**config.mk**
```make
export PLATFORM = sky130hd
export DESIGN_NAME = cod_decode
export DESIGN_NICKNAME = d
export VERILOG_FILES = /design/src/include/cod_pkg.sv /design/src/design/cod_decode.sv
export SDC_FILE = /design/constraint.sdc
export NUM_CORES = 1
export LEC_CHECK = 0
export ABC_CLOCK_PERIOD_IN_PS = 2790
export BUFFER_PORTS_ARGS = -buffer_cell sky130_fd_sc_hd__buf_2
export CORE_ASPECT_RATIO = 1.75
export CORE_MARGIN = 3
export CORE_UTILIZATION = 55
export DETAILED_ROUTE_END_ITERATION = 12
export GPL_ROUTABILITY_DRIVEN = 0
export PLACE_DENSITY_LB_ADDON = 0.12
export SYNTH_ARGS = -nofsm -noshare
export SYNTH_HDL_FRONTEND = slang
export SYNTH_SLANG_ARGS = --single-unit
```
**constraint.sdc**
```tcl
create_clock -name clock -period 2.79 [get_ports clock]
set_input_delay 0.558 -clock clock [delete_from_list [all_inputs] [get_ports clock]]
set_output_delay 0.558 -clock clock [all_outputs]
set_load 0.01 [all_outputs]
```
**src/include/cod_pkg.sv**
```systemverilog
`default_nettype none
package cod_pkg;
	localparam logic [3:0] cod_len_w = 4'h4;
	localparam logic [7:0] cod_irq_cycles = 8'h0d;
	localparam logic [7:0] cod_boundary_extra = 8'h01;
	localparam logic [7:0] cod_page_mask = 8'hff;
	localparam int cod_flag_c = 1;
	localparam int cod_flag_z = 0;
	localparam logic [7:0] cod_ops_first = 8'h15;

	typedef enum logic [2:0] {
		cod_grp_other,
		cod_grp_branch,
		cod_grp_call,
		cod_grp_jump,
		cod_grp_return,
		cod_grp_stack,
		cod_grp_flagop,
		cod_grp_interrupt
	} cod_grp_t;

	typedef struct packed {
		logic       valid;
		logic [7:0] cycles;
		logic [1:0] length;
		logic       upd_c;
		logic       upd_z;
		logic       known;
		cod_grp_t   group;
	} cod_info_t;

	typedef struct packed {
		logic       busy;
		logic [7:0] count;
		cod_info_t  info;
	} cod_state_t;
endpackage
`default_nettype wire

```
**src/design/cod_decode.sv**
```systemverilog
`default_nettype none
module cod_decode (
	input  wire logic                clock,
	input  wire logic                rst_b,
	input  wire logic                start,
	input  wire logic [7:0]          opcode,
	input  wire logic [7:0]          pc_low,
	input  wire logic                irq_accept,
	output var  cod_pkg::cod_info_t  info,
	output logic                     busy,
	output logic                     done
);
	cod_pkg::cod_state_t st;
	cod_pkg::cod_state_t next_st;
	cod_pkg::cod_info_t  dec;
	logic [8:0]          end_addr;
	logic                take_op;
	logic [7:0]          busy_run;

	// table lookup; anything below the covered range reports not known
	always_comb begin
		dec = '{valid: 1'b1, cycles: 8'h04, length: 2'h1, upd_c: 1'b0,
			upd_z: 1'b0, known: 1'b1, group: cod_pkg::cod_grp_other};
		if (opcode[7]) begin
			dec.length = 2'h2;
			case (opcode[6:4])
				3'h0: begin
					dec.cycles = 8'h05;
					dec.group = cod_pkg::cod_grp_jump;
				end
				3'h1: begin
					dec.cycles = 8'h0b;
					dec.group = cod_pkg::cod_grp_call;
				end
				3'h6: begin
					dec.cycles = 8'h07;
					dec.group = cod_pkg::cod_grp_jump;
				end
				3'h7: begin
					dec.cycles = 8'h0d;
					dec.upd_z = 1'b1;
				end
				default: begin
					dec.cycles = 8'h05;
					dec.group = cod_pkg::cod_grp_branch;
				end
			endcase
		end else if (opcode < cod_pkg::cod_ops_first) begin
			dec.known = 1'b0;
		end else if (opcode == 8'h15) begin
			dec = '{1'b1, 8'h08, 2'h2, 1'b1, 1'b1, 1'b1,
				cod_pkg::cod_grp_other};
		end else if (opcode <= 8'h17 ||
				(opcode >= 8'h19 && opcode <= 8'h1f)) begin
			dec.upd_c = 1'b1;
			dec.upd_z = 1'b1;
			// the two immediate-to-memory forms carry a third byte
			dec.length = (opcode[2:1] == 2'h3) ? 2'h3 : 2'h2;
			case (opcode[2:0])
				3'h1: dec.cycles = 8'h04;
				3'h2: dec.cycles = 8'h06;
				3'h3, 3'h4: dec.cycles = 8'h07;
				3'h5: dec.cycles = 8'h08;
				3'h6: dec.cycles = 8'h09;
				default: dec.cycles = 8'h0a;
			endcase
		end else if (opcode == 8'h18 || opcode == 8'h20) begin
			dec.cycles = 8'h05;
			dec.upd_z = (opcode == 8'h18);
			dec.group = cod_pkg::cod_grp_stack;
		end else if (opcode >= 8'h21 && opcode <= 8'h2c &&
				opcode != 8'h28) begin
			dec.upd_z = 1'b1;
			dec.length = (opcode[2:1] == 2'h3) ? 2'h3 : 2'h2;
			case (opcode[2:0])
				3'h1: dec.cycles = 8'h04;
				3'h2: dec.cycles = 8'h06;
				3'h3, 3'h4: dec.cycles = 8'h07;
				3'h5: dec.cycles = 8'h08;
				3'h6: dec.cycles = 8'h09;
				default: dec.cycles = 8'h0a;
			endcase
		end else if (opcode == 8'h28) begin
			dec.cycles = 8'h0b;
			dec.upd_z = 1'b1;
		end else if (opcode >= 8'h42 && opcode <= 8'h46) begin
			dec.length = 2'h3;
			dec.upd_z = 1'b1;
			dec.cycles = opcode[0] ? 8'h09 : 8'h0a;
		end else if (opcode >= 8'h47 && opcode <= 8'h4a) begin
			dec.length = 2'h3;
			dec.upd_z = 1'b1;
			dec.cycles = (opcode == 8'h47) ? 8'h08 :
				(opcode == 8'h4a) ? 8'h0a : 8'h09;
		end else if (opcode >= 8'h4b && opcode <= 8'h4e) begin
			dec.upd_z = (opcode != 8'h4d);
			dec.cycles = (opcode == 8'h4b || opcode == 8'h4e) ? 8'h05 : 8'h07;
			dec.length = (opcode == 8'h4c || opcode == 8'h4d) ? 2'h2 : 2'h1;
		end else if (opcode >= 8'h4f && opcode <= 8'h59) begin
			dec.upd_z = (opcode >= 8'h50 && opcode <= 8'h52);
			dec.length = (opcode == 8'h55 || opcode == 8'h56) ? 2'h3 :
				(opcode == 8'h4f) ? 2'h1 : 2'h2;
			case (opcode[3:0])
				4'hf, 4'h0, 4'h7: dec.cycles = 8'h04;
				4'h1, 4'h3: dec.cycles = 8'h05;
				4'h2, 4'h4, 4'h8: dec.cycles = 8'h06;
				4'h9: dec.cycles = 8'h07;
				4'h5: dec.cycles = 8'h08;
				default: dec.cycles = 8'h09;
			endcase
		end else if (opcode >= 8'h70 && opcode <= 8'h72) begin
			dec.length = 2'h2;
			dec.upd_c = 1'b1;
			dec.upd_z = 1'b1;
			dec.group = cod_pkg::cod_grp_flagop;
		end else if (opcode == 8'h73) begin
			dec.upd_z = 1'b1;
		end else if (opcode >= 8'h74 && opcode <= 8'h7b) begin
			dec.upd_c = 1'b1;
			dec.upd_z = 1'b1;
			dec.length = opcode[1] ? 2'h2 : 2'h1;
			dec.cycles = !opcode[1] ? 8'h04 : opcode[0] ? 8'h08 : 8'h07;
		end else if (opcode == 8'h7c || opcode == 8'h7d) begin
			dec.length = 2'h3;
			dec.cycles = opcode[0] ? 8'h07 : 8'h0d;
			dec.group = opcode[0] ? cod_pkg::cod_grp_jump :
				cod_pkg::cod_grp_call;
		end else if (opcode == 8'h7e || opcode == 8'h7f) begin
			dec.cycles = opcode[0] ? 8'h08 : 8'h0a;
			dec.upd_c = !opcode[0];
			dec.upd_z = !opcode[0];
			dec.group = cod_pkg::cod_grp_return;
		end else begin
			// rows outside this table slice are reported as not known
			dec.known = 1'b0;
		end
	end

	assign end_addr = {1'b0, pc_low} + {7'h00, dec.length} - 9'h001;

	always_comb begin
		next_st = st;
		if (st.busy) begin
			next_st.count = st.count - 8'h01;
			if (st.count == 8'h01)
				next_st.busy = 1'b0;
		end else if (irq_accept) begin
			next_st.busy = 1'b1;
			next_st.count = cod_pkg::cod_irq_cycles;
			next_st.info = '{1'b1, cod_pkg::cod_irq_cycles, 2'h0, 1'b0, 1'b0,
				1'b1, cod_pkg::cod_grp_interrupt};
		end else if (start) begin
			next_st.busy = 1'b1;
			next_st.info = dec;
			// straddling a flash page costs one extra fetch cycle
			if (end_addr[8]) begin
				next_st.info.cycles = dec.cycles + cod_pkg::cod_boundary_extra;
			end
			next_st.count = next_st.info.cycles;
		end
	end

	always_ff @(posedge clock or negedge rst_b) begin
		if (!rst_b)
			st <= '0;
		else
			st <= next_st;
	end

	assign info = st.info;
	assign busy = st.busy;
	assign done = st.busy && (st.count == 8'h01);

	// checker helpers only; the decoder itself never reads them
	assign take_op = start && !busy && !irq_accept;

	// long busy stretches are measured here, not by a long repetition
	always_ff @(posedge clock or negedge rst_b) begin
		if (!rst_b)
			busy_run <= 8'h00;
		else if (busy)
			busy_run <= busy_run + 8'h01;
		else
			busy_run <= 8'h00;
	end
endmodule
`default_nettype wire

```
### Word-level counts from Yosys, hierarchy flattened

Memories as Yosys holds them, arrays and structs flattened.
Cells that the tools add are included.
Widths: inputs -> output; s select.

* add/subtract/negate cells: 4
* magnitude comparators: 20
* eq/ne operators: 31
* multiplexer cells: 142
* bitwise logic cells: 1
* reduce and logical (&&, ||, !) cells: 25

Operator list (number)
* $mux 12: 15
* $mux 4: 38
* $mux 11: 13
* $mux 10: 13
* $eq 8x7->1 const B: 14
* $ge 8x7->1 const B: 7
* $le 8x7->1 const B: 7
* $mux 26: 2
* $mux 3: 15
* $mux 8: 5
* $mux 1: 25
* $mux 2: 11
* $pmux 4 s5: 1
* $eq 8x5->1 const B: 2
* $eq 8x6->1 const B: 2
* $le 8x5->1 const B: 2
* $mux 16: 1
* $eq 3x3->1 const B: 5
* $pmux 4 s3: 1
* $logic_and 1x1->1: 11
* $add 8x2->9: 1
* $mux 9: 1
* $sub 9x1->9 const B: 1
* $add 8x1->8 const B: 1
* other kinds (20): 29

* bits in registers: 26
* memory bits (read-only): 64
* input bits: 20
* output and inout port bits: 19
* word-level logic and storage cells: 233
* memories: 1

Memories
* (name not given): depth 16, width 4, rd ports 1, clocked after Yosys merged registers in 0, write ports 0, RTL line cod_decode.sv:103 `case (opcode[3:0])`

### Logic depth before layout (Yosys ltp)

Gate-level depths: netlist (run 1).

* depth after elaboration: 73
* depth in mapped cells: 21

### Worst setup path after synthesis (run 1)

OpenSTA, ideal clock, no wires.

* path kind: input -> register
* from: in opcode[1]
* to: reg st[17] in the netlist's numbering
* setup time: 137 ps
* arrival: 4304 ps
* slack: -1651 ps
* stages: 21
* cell sequence: clkbuf_1 > clkbuf_1 > inv_1 > ha_1 > buf_4 > nor2b_1 > a32o_1 > o21a_1 > o311ai_0 > a41o_1 > ha_1 > inv_1 > ha_1 > a21o_1 > a21oi_1 > o21a_1 > a31o_2 > and3_4 > or4_1 > o21ai_1 > a211oi_1

* cells in the longest elaborated chain, start to end: 72
* elaborated cells between the ends (all ways): 144

Ends and longest elaborated chain
* start, declared: RTL line cod_decode.sv:6 `input wire logic [7:0] opcode,`
* branches (longest 64 deep; another with $ge 8x7->1)
* $mux 12 (*): RTL line cod_decode.sv:48 `end else if (opcode < cod_pkg::cod_ops_first) begin`
* $mux 10 (*): RTL line cod_decode.sv:24 `if (opcode[7]) begin`
* $add 8x2->9: RTL line cod_decode.sv:139 `assign end_addr = {1'b0, pc_low} + {7'h00, dec.length} - 9'h001;`
* $sub 9x1->9: RTL line cod_decode.sv:139
* $mux 8 (*): RTL line cod_decode.sv:156 `if (end_addr[8]) begin`
* $mux 26 (*): RTL line cod_decode.sv:152 `end else if (start) begin`
* $mux 26 (*): RTL line cod_decode.sv:147 `end else if (irq_accept) begin`
* $mux 9 (*): RTL line cod_decode.sv:143 `if (st.busy) begin`
* end signal, assigned: RTL line cod_decode.sv:167 `st <= next_st;`
* end, declared: RTL line cod_decode.sv:13 `cod_pkg::cod_state_t st;`

Mark *: on every way between the ends. The select of a mux whose other input is x is not followed.
A chain may end at the register's enable or synchronous reset.

### Final worst setup path (run 1)

* from: in opcode[5]
* to: reg st[19] in the netlist's numbering

* cells in the longest elaborated chain, start to end: 72
* elaborated cells between the ends (all ways): 139

Ends and longest elaborated chain (RTL line)
* branches (longest 65 deep; another with $ge 8x7->1)
* $mux 10 (*): cod_decode.sv:24
* $add 8x2->9: cod_decode.sv:139
* $sub 9x1->9: cod_decode.sv:139
* $mux 8 (*): cod_decode.sv:156
* $mux 26 (*): cod_decode.sv:152
* $mux 26 (*): cod_decode.sv:147
* $mux 9 (*): cod_decode.sv:143

Marks and branches as above.

==> results of run 1 <==
## routing by layer
layer,share of wire (%),vias to the layer above,GRT usage [%]
met5,0,-,0
met4,8.5,0,25.5
met3,5.6,66,4.68
met2,53,189,60.7
met1,33,1546,33.1
li1,-,1556,-
## cell type report
type / instances / area [um^2] / area share (%)
clock buffers: 4 / 45.0 / 1.22
inverters: 26 / 108 / 2.91
multi-input cells: 285 / 1950 / 52.7
flip-flops and latches: 23 / 576 / 15.5
well taps: 52 / 65.1 / 1.76
repair buffers: 133 / 958 / 25.9
## synth_stat cells (6+ instances only)
cell type,count
sky130_fd_sc_hd__nor2_1,42
sky130_fd_sc_hd__nand2_1,33
sky130_fd_sc_hd__a21oi_1,27
sky130_fd_sc_hd__inv_1,26
sky130_fd_sc_hd__dfrtp_1,23
sky130_fd_sc_hd__buf_4,19
sky130_fd_sc_hd__o21ai_0,19
sky130_fd_sc_hd__ha_1,15
sky130_fd_sc_hd__clkbuf_1,11
sky130_fd_sc_hd__nand3_1,9
sky130_fd_sc_hd__o211ai_1,9
sky130_fd_sc_hd__nor3_1,8
sky130_fd_sc_hd__buf_2,7
sky130_fd_sc_hd__nand2b_1,7
sky130_fd_sc_hd__a31oi_1,6
## worst paths after layout
path | slack, ns | depth (start not counted) | startpoint | end
hold / removal | 0.25 | 1 | rst_b | st[23]
setup / recovery | -0.73 | 17 | opcode[5] | st[19]
setup reg to reg | 0.86 | 6 | busy | st[17]
hold reg to reg | 0.47 | 1 | info[16] | info[16]
max in group asynchronous | 2.19 | 1 | rst_b | info[7]
min in group clock | 0.47 | 1 | info[16] | info[16]
## registers in the layout, summed over array words and instances (netlist names)
signal  count
busy        1
info       14
st          8
## per-stage QoR
step / power, mW / area, um^2 / hold WS (ns) / TNS, ns / util, %
3_5_place_dp: 1.42 / 3460 / 0.452 / -11.50 / 72.8
4_1_cts: 1.64 / 3640 / 0.264 / -6.68 / 76.6
2_1_floorplan: 1.19 / 2830 / 0.262 / -10.16 / -
3_3_place_gp: 1.38 / 3460 / 0.443 / -10.27 / 72.8
6_report: 1.68 / 3700 / 0.251 / -6.76 / 78.0
5_1_grt: 1.78 / 3700 / 0.284 / -7.95 / 78.0
## report_power, final
part / total, mW / internal (mW) / switching (mW) / leakage, nW
Clock: 0.205 / 0.102 / 0.103 / 0.0228
Sequential: 0.589 / 0.475 / 0.114 / 0.269
Combinational: 0.881 / 0.414 / 0.467 / 1.45
## cells by family (layout without fill, tap and decap cells)
logic type      after synthesis  in the layout  synth area share [%]
simple gates                131            131                  23.9
mux                           3              3                  1.10
buf+inv                      67            163                  12.4
xor+xnor                      7              7                  2.24
compound gates              126            126                  32.4
other cells                   1              3                 0.137
fa+ha+maj                    15             15                  6.85
flops                        23             23                  21.0
## timing repair
item / in CTS / in global routing
endpoints found under the setup margin: 10 / 11
buffers inserted: 3 / 4
resized for setup: 26 / 10
endpoints found under the hold margin: 0 / 0
pin swaps: 15 / 10
cloned: 0 / 0
==> Implementation_results.wiki, run 1 <==
{| class="wikitable"
! Metric !! Value
|-
| RSZ-0062 raised after global routing || true
|-
| Minimum setup slack after placement || -1.19 ns
|-
| Max-cap check violation count || 0
|-
| Crit path buf inv count || 3
|-
| Mapped Avg Cell Area || 7.35 um^2
|-
| Total number of clock tree sinks || 23
|-
| Die outline area || 0.00590 mm^2
|-
| Vias in the first global route || 3280
|-
| Overall fraction of global-route tracks in use || 33.9%
|-
| Critical-path cell list || buf_4, nor4b_4, buf_4, o21ai_0, a311o_1, a41o_1, ha_2, inv_2, ha_4, a21o_1, a21oi_2, o21a_1, a31o_4, and3_4, o21ai_4, xor2_1, a222oi_1
|-
| Leakage component of the power || 1.74 nW
|-
| Fin crit period || 3.52 ns
|-
| Portion of the post-synthesis area used by sequential elements || 21.0%
|-
| Final Hold Vio Count || 0
|-
| Wire length of the first global-routing pass || 15400 um
|-
| Post-CTS clock slew at the launch and capture registers of the worst setup and hold paths || 0.08 ns
|-
| Total of warnings raised by yosys || 0
|-
| Number of standard cells after synthesis || 373
|-
| Worst endpoint required time || 2.95 ns
|-
| Data arrival time at the worst-slack endpoint || 3.68 ns
|-
| Dominant synthesized flop cell || sky130_fd_sc_hd__dfrtp_1
|-
| Post-synthesis instance area || 0.00274 mm^2
|-
| Crit-path max FO || 6
|-
| Dominant cell type by area after synthesis || sky130_fd_sc_hd__dfrtp_1
|-
| Count of placed standard cells in the final layout, fillers left out || 523
|-
| Initial antenna violation count || 0
|-
| Final Max Slew Viols || 0
|-
| Peak ir drop on the vdd network || 0.000516 V
|-
| Number of levels the H-tree was split into || 1
|-
| Ports || 39
|-
| Kind of start point of the critical path || input port
|-
| Most Frequent Cell on Critical Path || sky130_fd_sc_hd__buf_4
|-
| Post-CTS Hold Fix Bufs || 0
|-
| Wirelength, routed || 9620 um
|-
| Number of vias per cell || 6.42
|-
| Count of filler cells inserted in the layout || 374
|-
| Post-synthesis async set-or-reset flop share || 100%
|-
| Number of enable flip-flop cells after synthesis || 0
|-
| Port Buf Inserts || 35
|-
| Overflow left after global routing || 0
|-
| Antenna Violating Nets Remaining || 0
|-
| NumNets Final || 507
|-
| Violations in the final reports || setup timing
|-
| Floorplan die width || 59.4 um
|-
| Maximum number of pins on one net before global-route repair || 24
|-
| Area of the core region || 0.00475 mm^2
|-
| Initial core utilization || 57.7%
|-
| Pre-antenna DRT Iters || 5
|-
| Fraction of final layout cells with drive strength greater than 1 || 35.5%
|-
| Count of unique library cells instantiated by Yosys || 70
|-
| Remaining max-slew budget at the tightest pin || 48.7%
|-
| CTS tree || yes
|-
| Number of cells in the design after placement || 512
|-
| Clock Latency Late Sink || 0.26 ns
|-
| Setup Skew || 0.00117 ns
|-
| Max stage delay cell, worst path || sky130_fd_sc_hd__a311o_1
|-
| Die Y-Extent || 99.4 um
|-
| Commonest non-fill, non-tap cells in the layout || sky130_fd_sc_hd__buf_4, sky130_fd_sc_hd__nor2_1, sky130_fd_sc_hd__nand2_1
|-
| Via Count || 3357
|-
| Worst Max-Slew Pin Slew || 0.750 ns
|-
| Total power density per cell area || 452 mW/mm^2
|-
| WL/cell || 18.4 um
|-
| Largest cells by area after synthesis || sky130_fd_sc_hd__dfrtp_1, sky130_fd_sc_hd__ha_1, sky130_fd_sc_hd__nor2_1, sky130_fd_sc_hd__buf_4, sky130_fd_sc_hd__a21oi_1
|-
| Fraction of post-synthesis cell area in the top cell type by area || 21.0%
|-
| Number of buffers created by CTS || 3
|-
| Area growth syn-to-layout || 35.2%
|-
| CP top delay family || compound AO/OA/AOI/OAI gates
|-
| Row count || 33
|-
| Delay of the slowest cell on the worst path || 0.40 ns
|-
| Result of the run || finished, violations left
|-
| Max Freq || 0.284 GHz
|-
| Count of inserted antenna diode cells || 0
|-
| Commonest non-fill, non-tap cell in the layout || sky130_fd_sc_hd__buf_4
|-
| Estimated wirelength of the detail-placed design || 7510 um
|-
| Final setup violation count || 10
|-
| Post-synthesis sequential element count || 23
|-
| Max Buffers Root-to-Sink || 2
|-
| Worst Setup Slack, final || -0.730 ns
|-
| DRC violations left || 0
|-
| Number of violations reported at the end of detailed-routing iteration 0 || 300
|-
| Post-route fraction of the period consumed by the critical path || 126%
|-
| Root buffer cell || sky130_fd_sc_hd__clkbuf_8
|-
| Setup CP Type || input port to register
|-
| Crit. End Element || register
|-
| Type of the tightest min-delay check || input port to asynchronous set/reset pin
|}
No activity file was read; power rests on OpenSTA's default activity.
==> run 2, diff against run 1 <==
ABC_CLOCK_PERIOD_IN_PS = 3900   (was 2790)
clock period = 3.9 ns   (was 2.79 ns; I/O delays follow)
==> Implementation_results.wiki, run 2 (synthesis gave the netlist of run 1 again) <==
{| class="wikitable"
! Metric !! Value
|-
| Overflow left after global routing || 0 (unchanged)
|-
| Antenna Violating Nets Remaining || 0 (unchanged)
|-
| Final non-filler cell area || 0.00342 mm^2 (-7.6%)
|-
| Max-cap check violation count || 0 (unchanged)
|-
| Crit-path max FO || 4 (-2)
|-
| Count of inserted antenna diode cells || 0 (unchanged)
|-
| Clock Latency Late Sink || 0.27 ns (about the same)
|-
| Wire length of the first global-routing pass || 13800 um (-11%)
|-
| Maximum number of pins on one net before global-route repair || 24 (unchanged)
|-
| Die outline area || 0.00590 mm^2 (unchanged)
|-
| Area of the core region || 0.00475 mm^2 (unchanged)
|-
| Leakage component of the power || 1.56 nW (-10%)
|-
| Result of the run || completed
|-
| Max Freq || 0.268 GHz
|-
| Final setup violation count || 0 (-10)
|-
| Floorplan die width || 59.4 um (unchanged)
|-
| Kind of start point of the critical path || input port
|-
| Final Max Slew Viols || 0 (unchanged)
|-
| Fraction of final layout cells with drive strength greater than 1 || 30.1% (-5.3 points)
|-
| Cell Area, Placed || 0.00325 mm^2 (-5.9%)
|-
| Commonest non-fill, non-tap cell in the layout || sky130_fd_sc_hd__buf_4
|-
| Initial antenna violation count || 0 (unchanged)
|-
| Remaining max-slew budget at the tightest pin || 61.3% (+13 points)
|-
| CTS tree || yes
|-
| Number of flip-flops in the largest register || 14 (unchanged)
|-
| Max Buffers Root-to-Sink || 2 (unchanged)
|-
| Estimated wirelength of the detail-placed design || 6930 um (-7.7%)
|-
| Data arrival time at the worst-slack endpoint || 3.91 ns (+0.23 ns)
|-
| Total power density per cell area || 337 mW/mm^2 (-26%)
|-
| Number of buffers created by CTS || 3 (unchanged)
|-
| Die Y-Extent || 99.4 um (unchanged)
|-
| Port Buf Inserts || 35 (unchanged)
|-
| Number of vias per cell || 6.30 (-1.8%)
|-
| NumNets Final || 474 (-6.5%)
|-
| Number of violations reported at the end of detailed-routing iteration 0 || 185 (-38%)
|-
| Setup CP Type || input port to register
|-
| Fin crit period || 3.74 ns
|-
| Crit. End Element || register
|-
| Area growth syn-to-layout || 24.9%
|-
| WL/cell || 17.5 um (-4.8%)
|-
| Count of filler cells inserted in the layout || 399 (+6.7%)
|-
| Worst endpoint required time || 4.07 ns (+1.12 ns)
|-
| Share of the core filled with cells in the final layout || 72.1% (-5.9 points)
|-
| Post-route fraction of the period consumed by the critical path || 95.8%
|-
| Total power consumption of the routed design || 1.15 mW (-31%)
|-
| Setup Skew || 0.00807 ns (+0.00689 ns)
|-
| Via Count || 3089 (-8.0%)
|-
| Vias in the first global route || 3047 (-7.1%)
|-
| Row count || 33 (unchanged)
|-
| Root buffer cell || sky130_fd_sc_hd__clkbuf_8
|-
| Peak ir drop on the vdd network || 0.000401 V (-22%)
|-
| Final Hold Vio Count || 0 (unchanged)
|-
| Initial core utilization || 57.7% (unchanged)
|-
| Post-CTS Hold Fix Bufs || 0 (unchanged)
|-
| Post-CTS clock slew at the launch and capture registers of the worst setup and hold paths || 0.09 ns (about the same)
|-
| Overall fraction of global-route tracks in use || 29.7% (-4.2 points)
|-
| Total number of clock tree sinks || 23 (unchanged)
|-
| Type of the tightest min-delay check || input port to asynchronous set/reset pin
|-
| Pre-antenna DRT Iters || 4 (-1)
|-
| Worst Max-Slew Pin Slew || 0.567 ns (-0.183 ns)
|-
| Final TNS setup || 0 ns (+6.76 ns)
|-
| DRC violations left || 0 (unchanged)
|-
| Wirelength, routed || 8580 um (-11%)
|-
| Ports || 39 (unchanged)
|-
| Commonest non-fill, non-tap cells in the layout || sky130_fd_sc_hd__buf_4, sky130_fd_sc_hd__nor2_1, sky130_fd_sc_hd__nand2_1
|-
| Number of levels the H-tree was split into || 1 (unchanged)
|}
[run 2: cell types whose count changed in the layout (fill, tap and decap cells not counted), sizes merged]
cell,delta
buf,-35
clkbuf,+1
clkinvlp,+1
[run 2: layout make-up]
| class | instances | area (um^2) | share of cell area (%) |
|---|---|---|---|
| Sequential cell | 23 | 576 | 16.8 |
| Multi-Input combinational cell | 285 | 1930 | 56.5 |
| Clock inverter | 1 | 7.51 | 0.219 |
| Timing Repair Buffer | 100 | 694 | 20.3 |
| Inverter | 26 | 105 | 3.07 |
| Tap cell | 52 | 65.1 | 1.90 |
| Clock buffer | 3 | 41.3 | 1.21 |
[run 2: path summary, 6_finish.rpt]
kind,slack (ns),to,cells past startpoint,from
setup reg to reg,1.74,info[12],5,busy
max in group asynchronous,3.09,info[9],1,rst_b
hold / removal,0.46,st[23],1,rst_b
min in group clock,0.46,info[16],1,info[16]
setup / recovery,0.16,st[19],19,opcode[1]
hold reg to reg,0.46,info[16],1,info[16]
[run 2: power by group]
part	internal, mW	total (mW)	switching [mW]
sequential	0.340	0.415	0.0757
combinational	0.270	0.582	0.312
clock	0.0725	0.156	0.0832
[run 2: metrics by stage]
step                      instances  hold slack (ns)  setup slack [ns]
after floorplan                 375            0.436            -0.209
after global placement          483            0.443            -0.178
after detailed placement        483            0.450            -0.292
after CTS                       487            0.470            0.0223
after global routing            490            0.477           -0.0113
final                           490            0.460             0.163
[run 2: metal layers]
layer	global-route usage (%)	up-vias	wire length, um
met3	1.30	62	327
li1	-	1477	-
met4	23.2	0	733
met2	53.7	133	4560
met1	29.9	1417	2970
met5	0	-	0
[run 2: timing repair]
action / 4_1_cts / 5_1_grt
setup buffers: 0 / 3
setup endpoints to repair: 3 / 10
gates resized for setup: 1 / 29
pin swaps: 0 / 11
endpoints found under the hold margin: 0 / 0
[run 2: worst max-delay path, cell delays in order]
cell and delay (ns):
sky130_fd_sc_hd__buf_4 0.14, sky130_fd_sc_hd__inv_8 0.04, sky130_fd_sc_hd__ha_4 0.17, sky130_fd_sc_hd__nor2b_4 0.13, sky130_fd_sc_hd__a32o_1 0.21, sky130_fd_sc_hd__o21a_1 0.19
sky130_fd_sc_hd__o311ai_2 0.21, sky130_fd_sc_hd__a41o_1 0.23, sky130_fd_sc_hd__ha_2 0.18, sky130_fd_sc_hd__inv_2 0.04, sky130_fd_sc_hd__ha_4 0.25, sky130_fd_sc_hd__a21o_1 0.12
sky130_fd_sc_hd__a21oi_2 0.05, sky130_fd_sc_hd__o21a_1 0.17, sky130_fd_sc_hd__a31o_4 0.22, sky130_fd_sc_hd__a21oi_4 0.20, sky130_fd_sc_hd__o21ai_2 0.09, sky130_fd_sc_hd__xor2_1 0.17
sky130_fd_sc_hd__a222oi_1 0.31
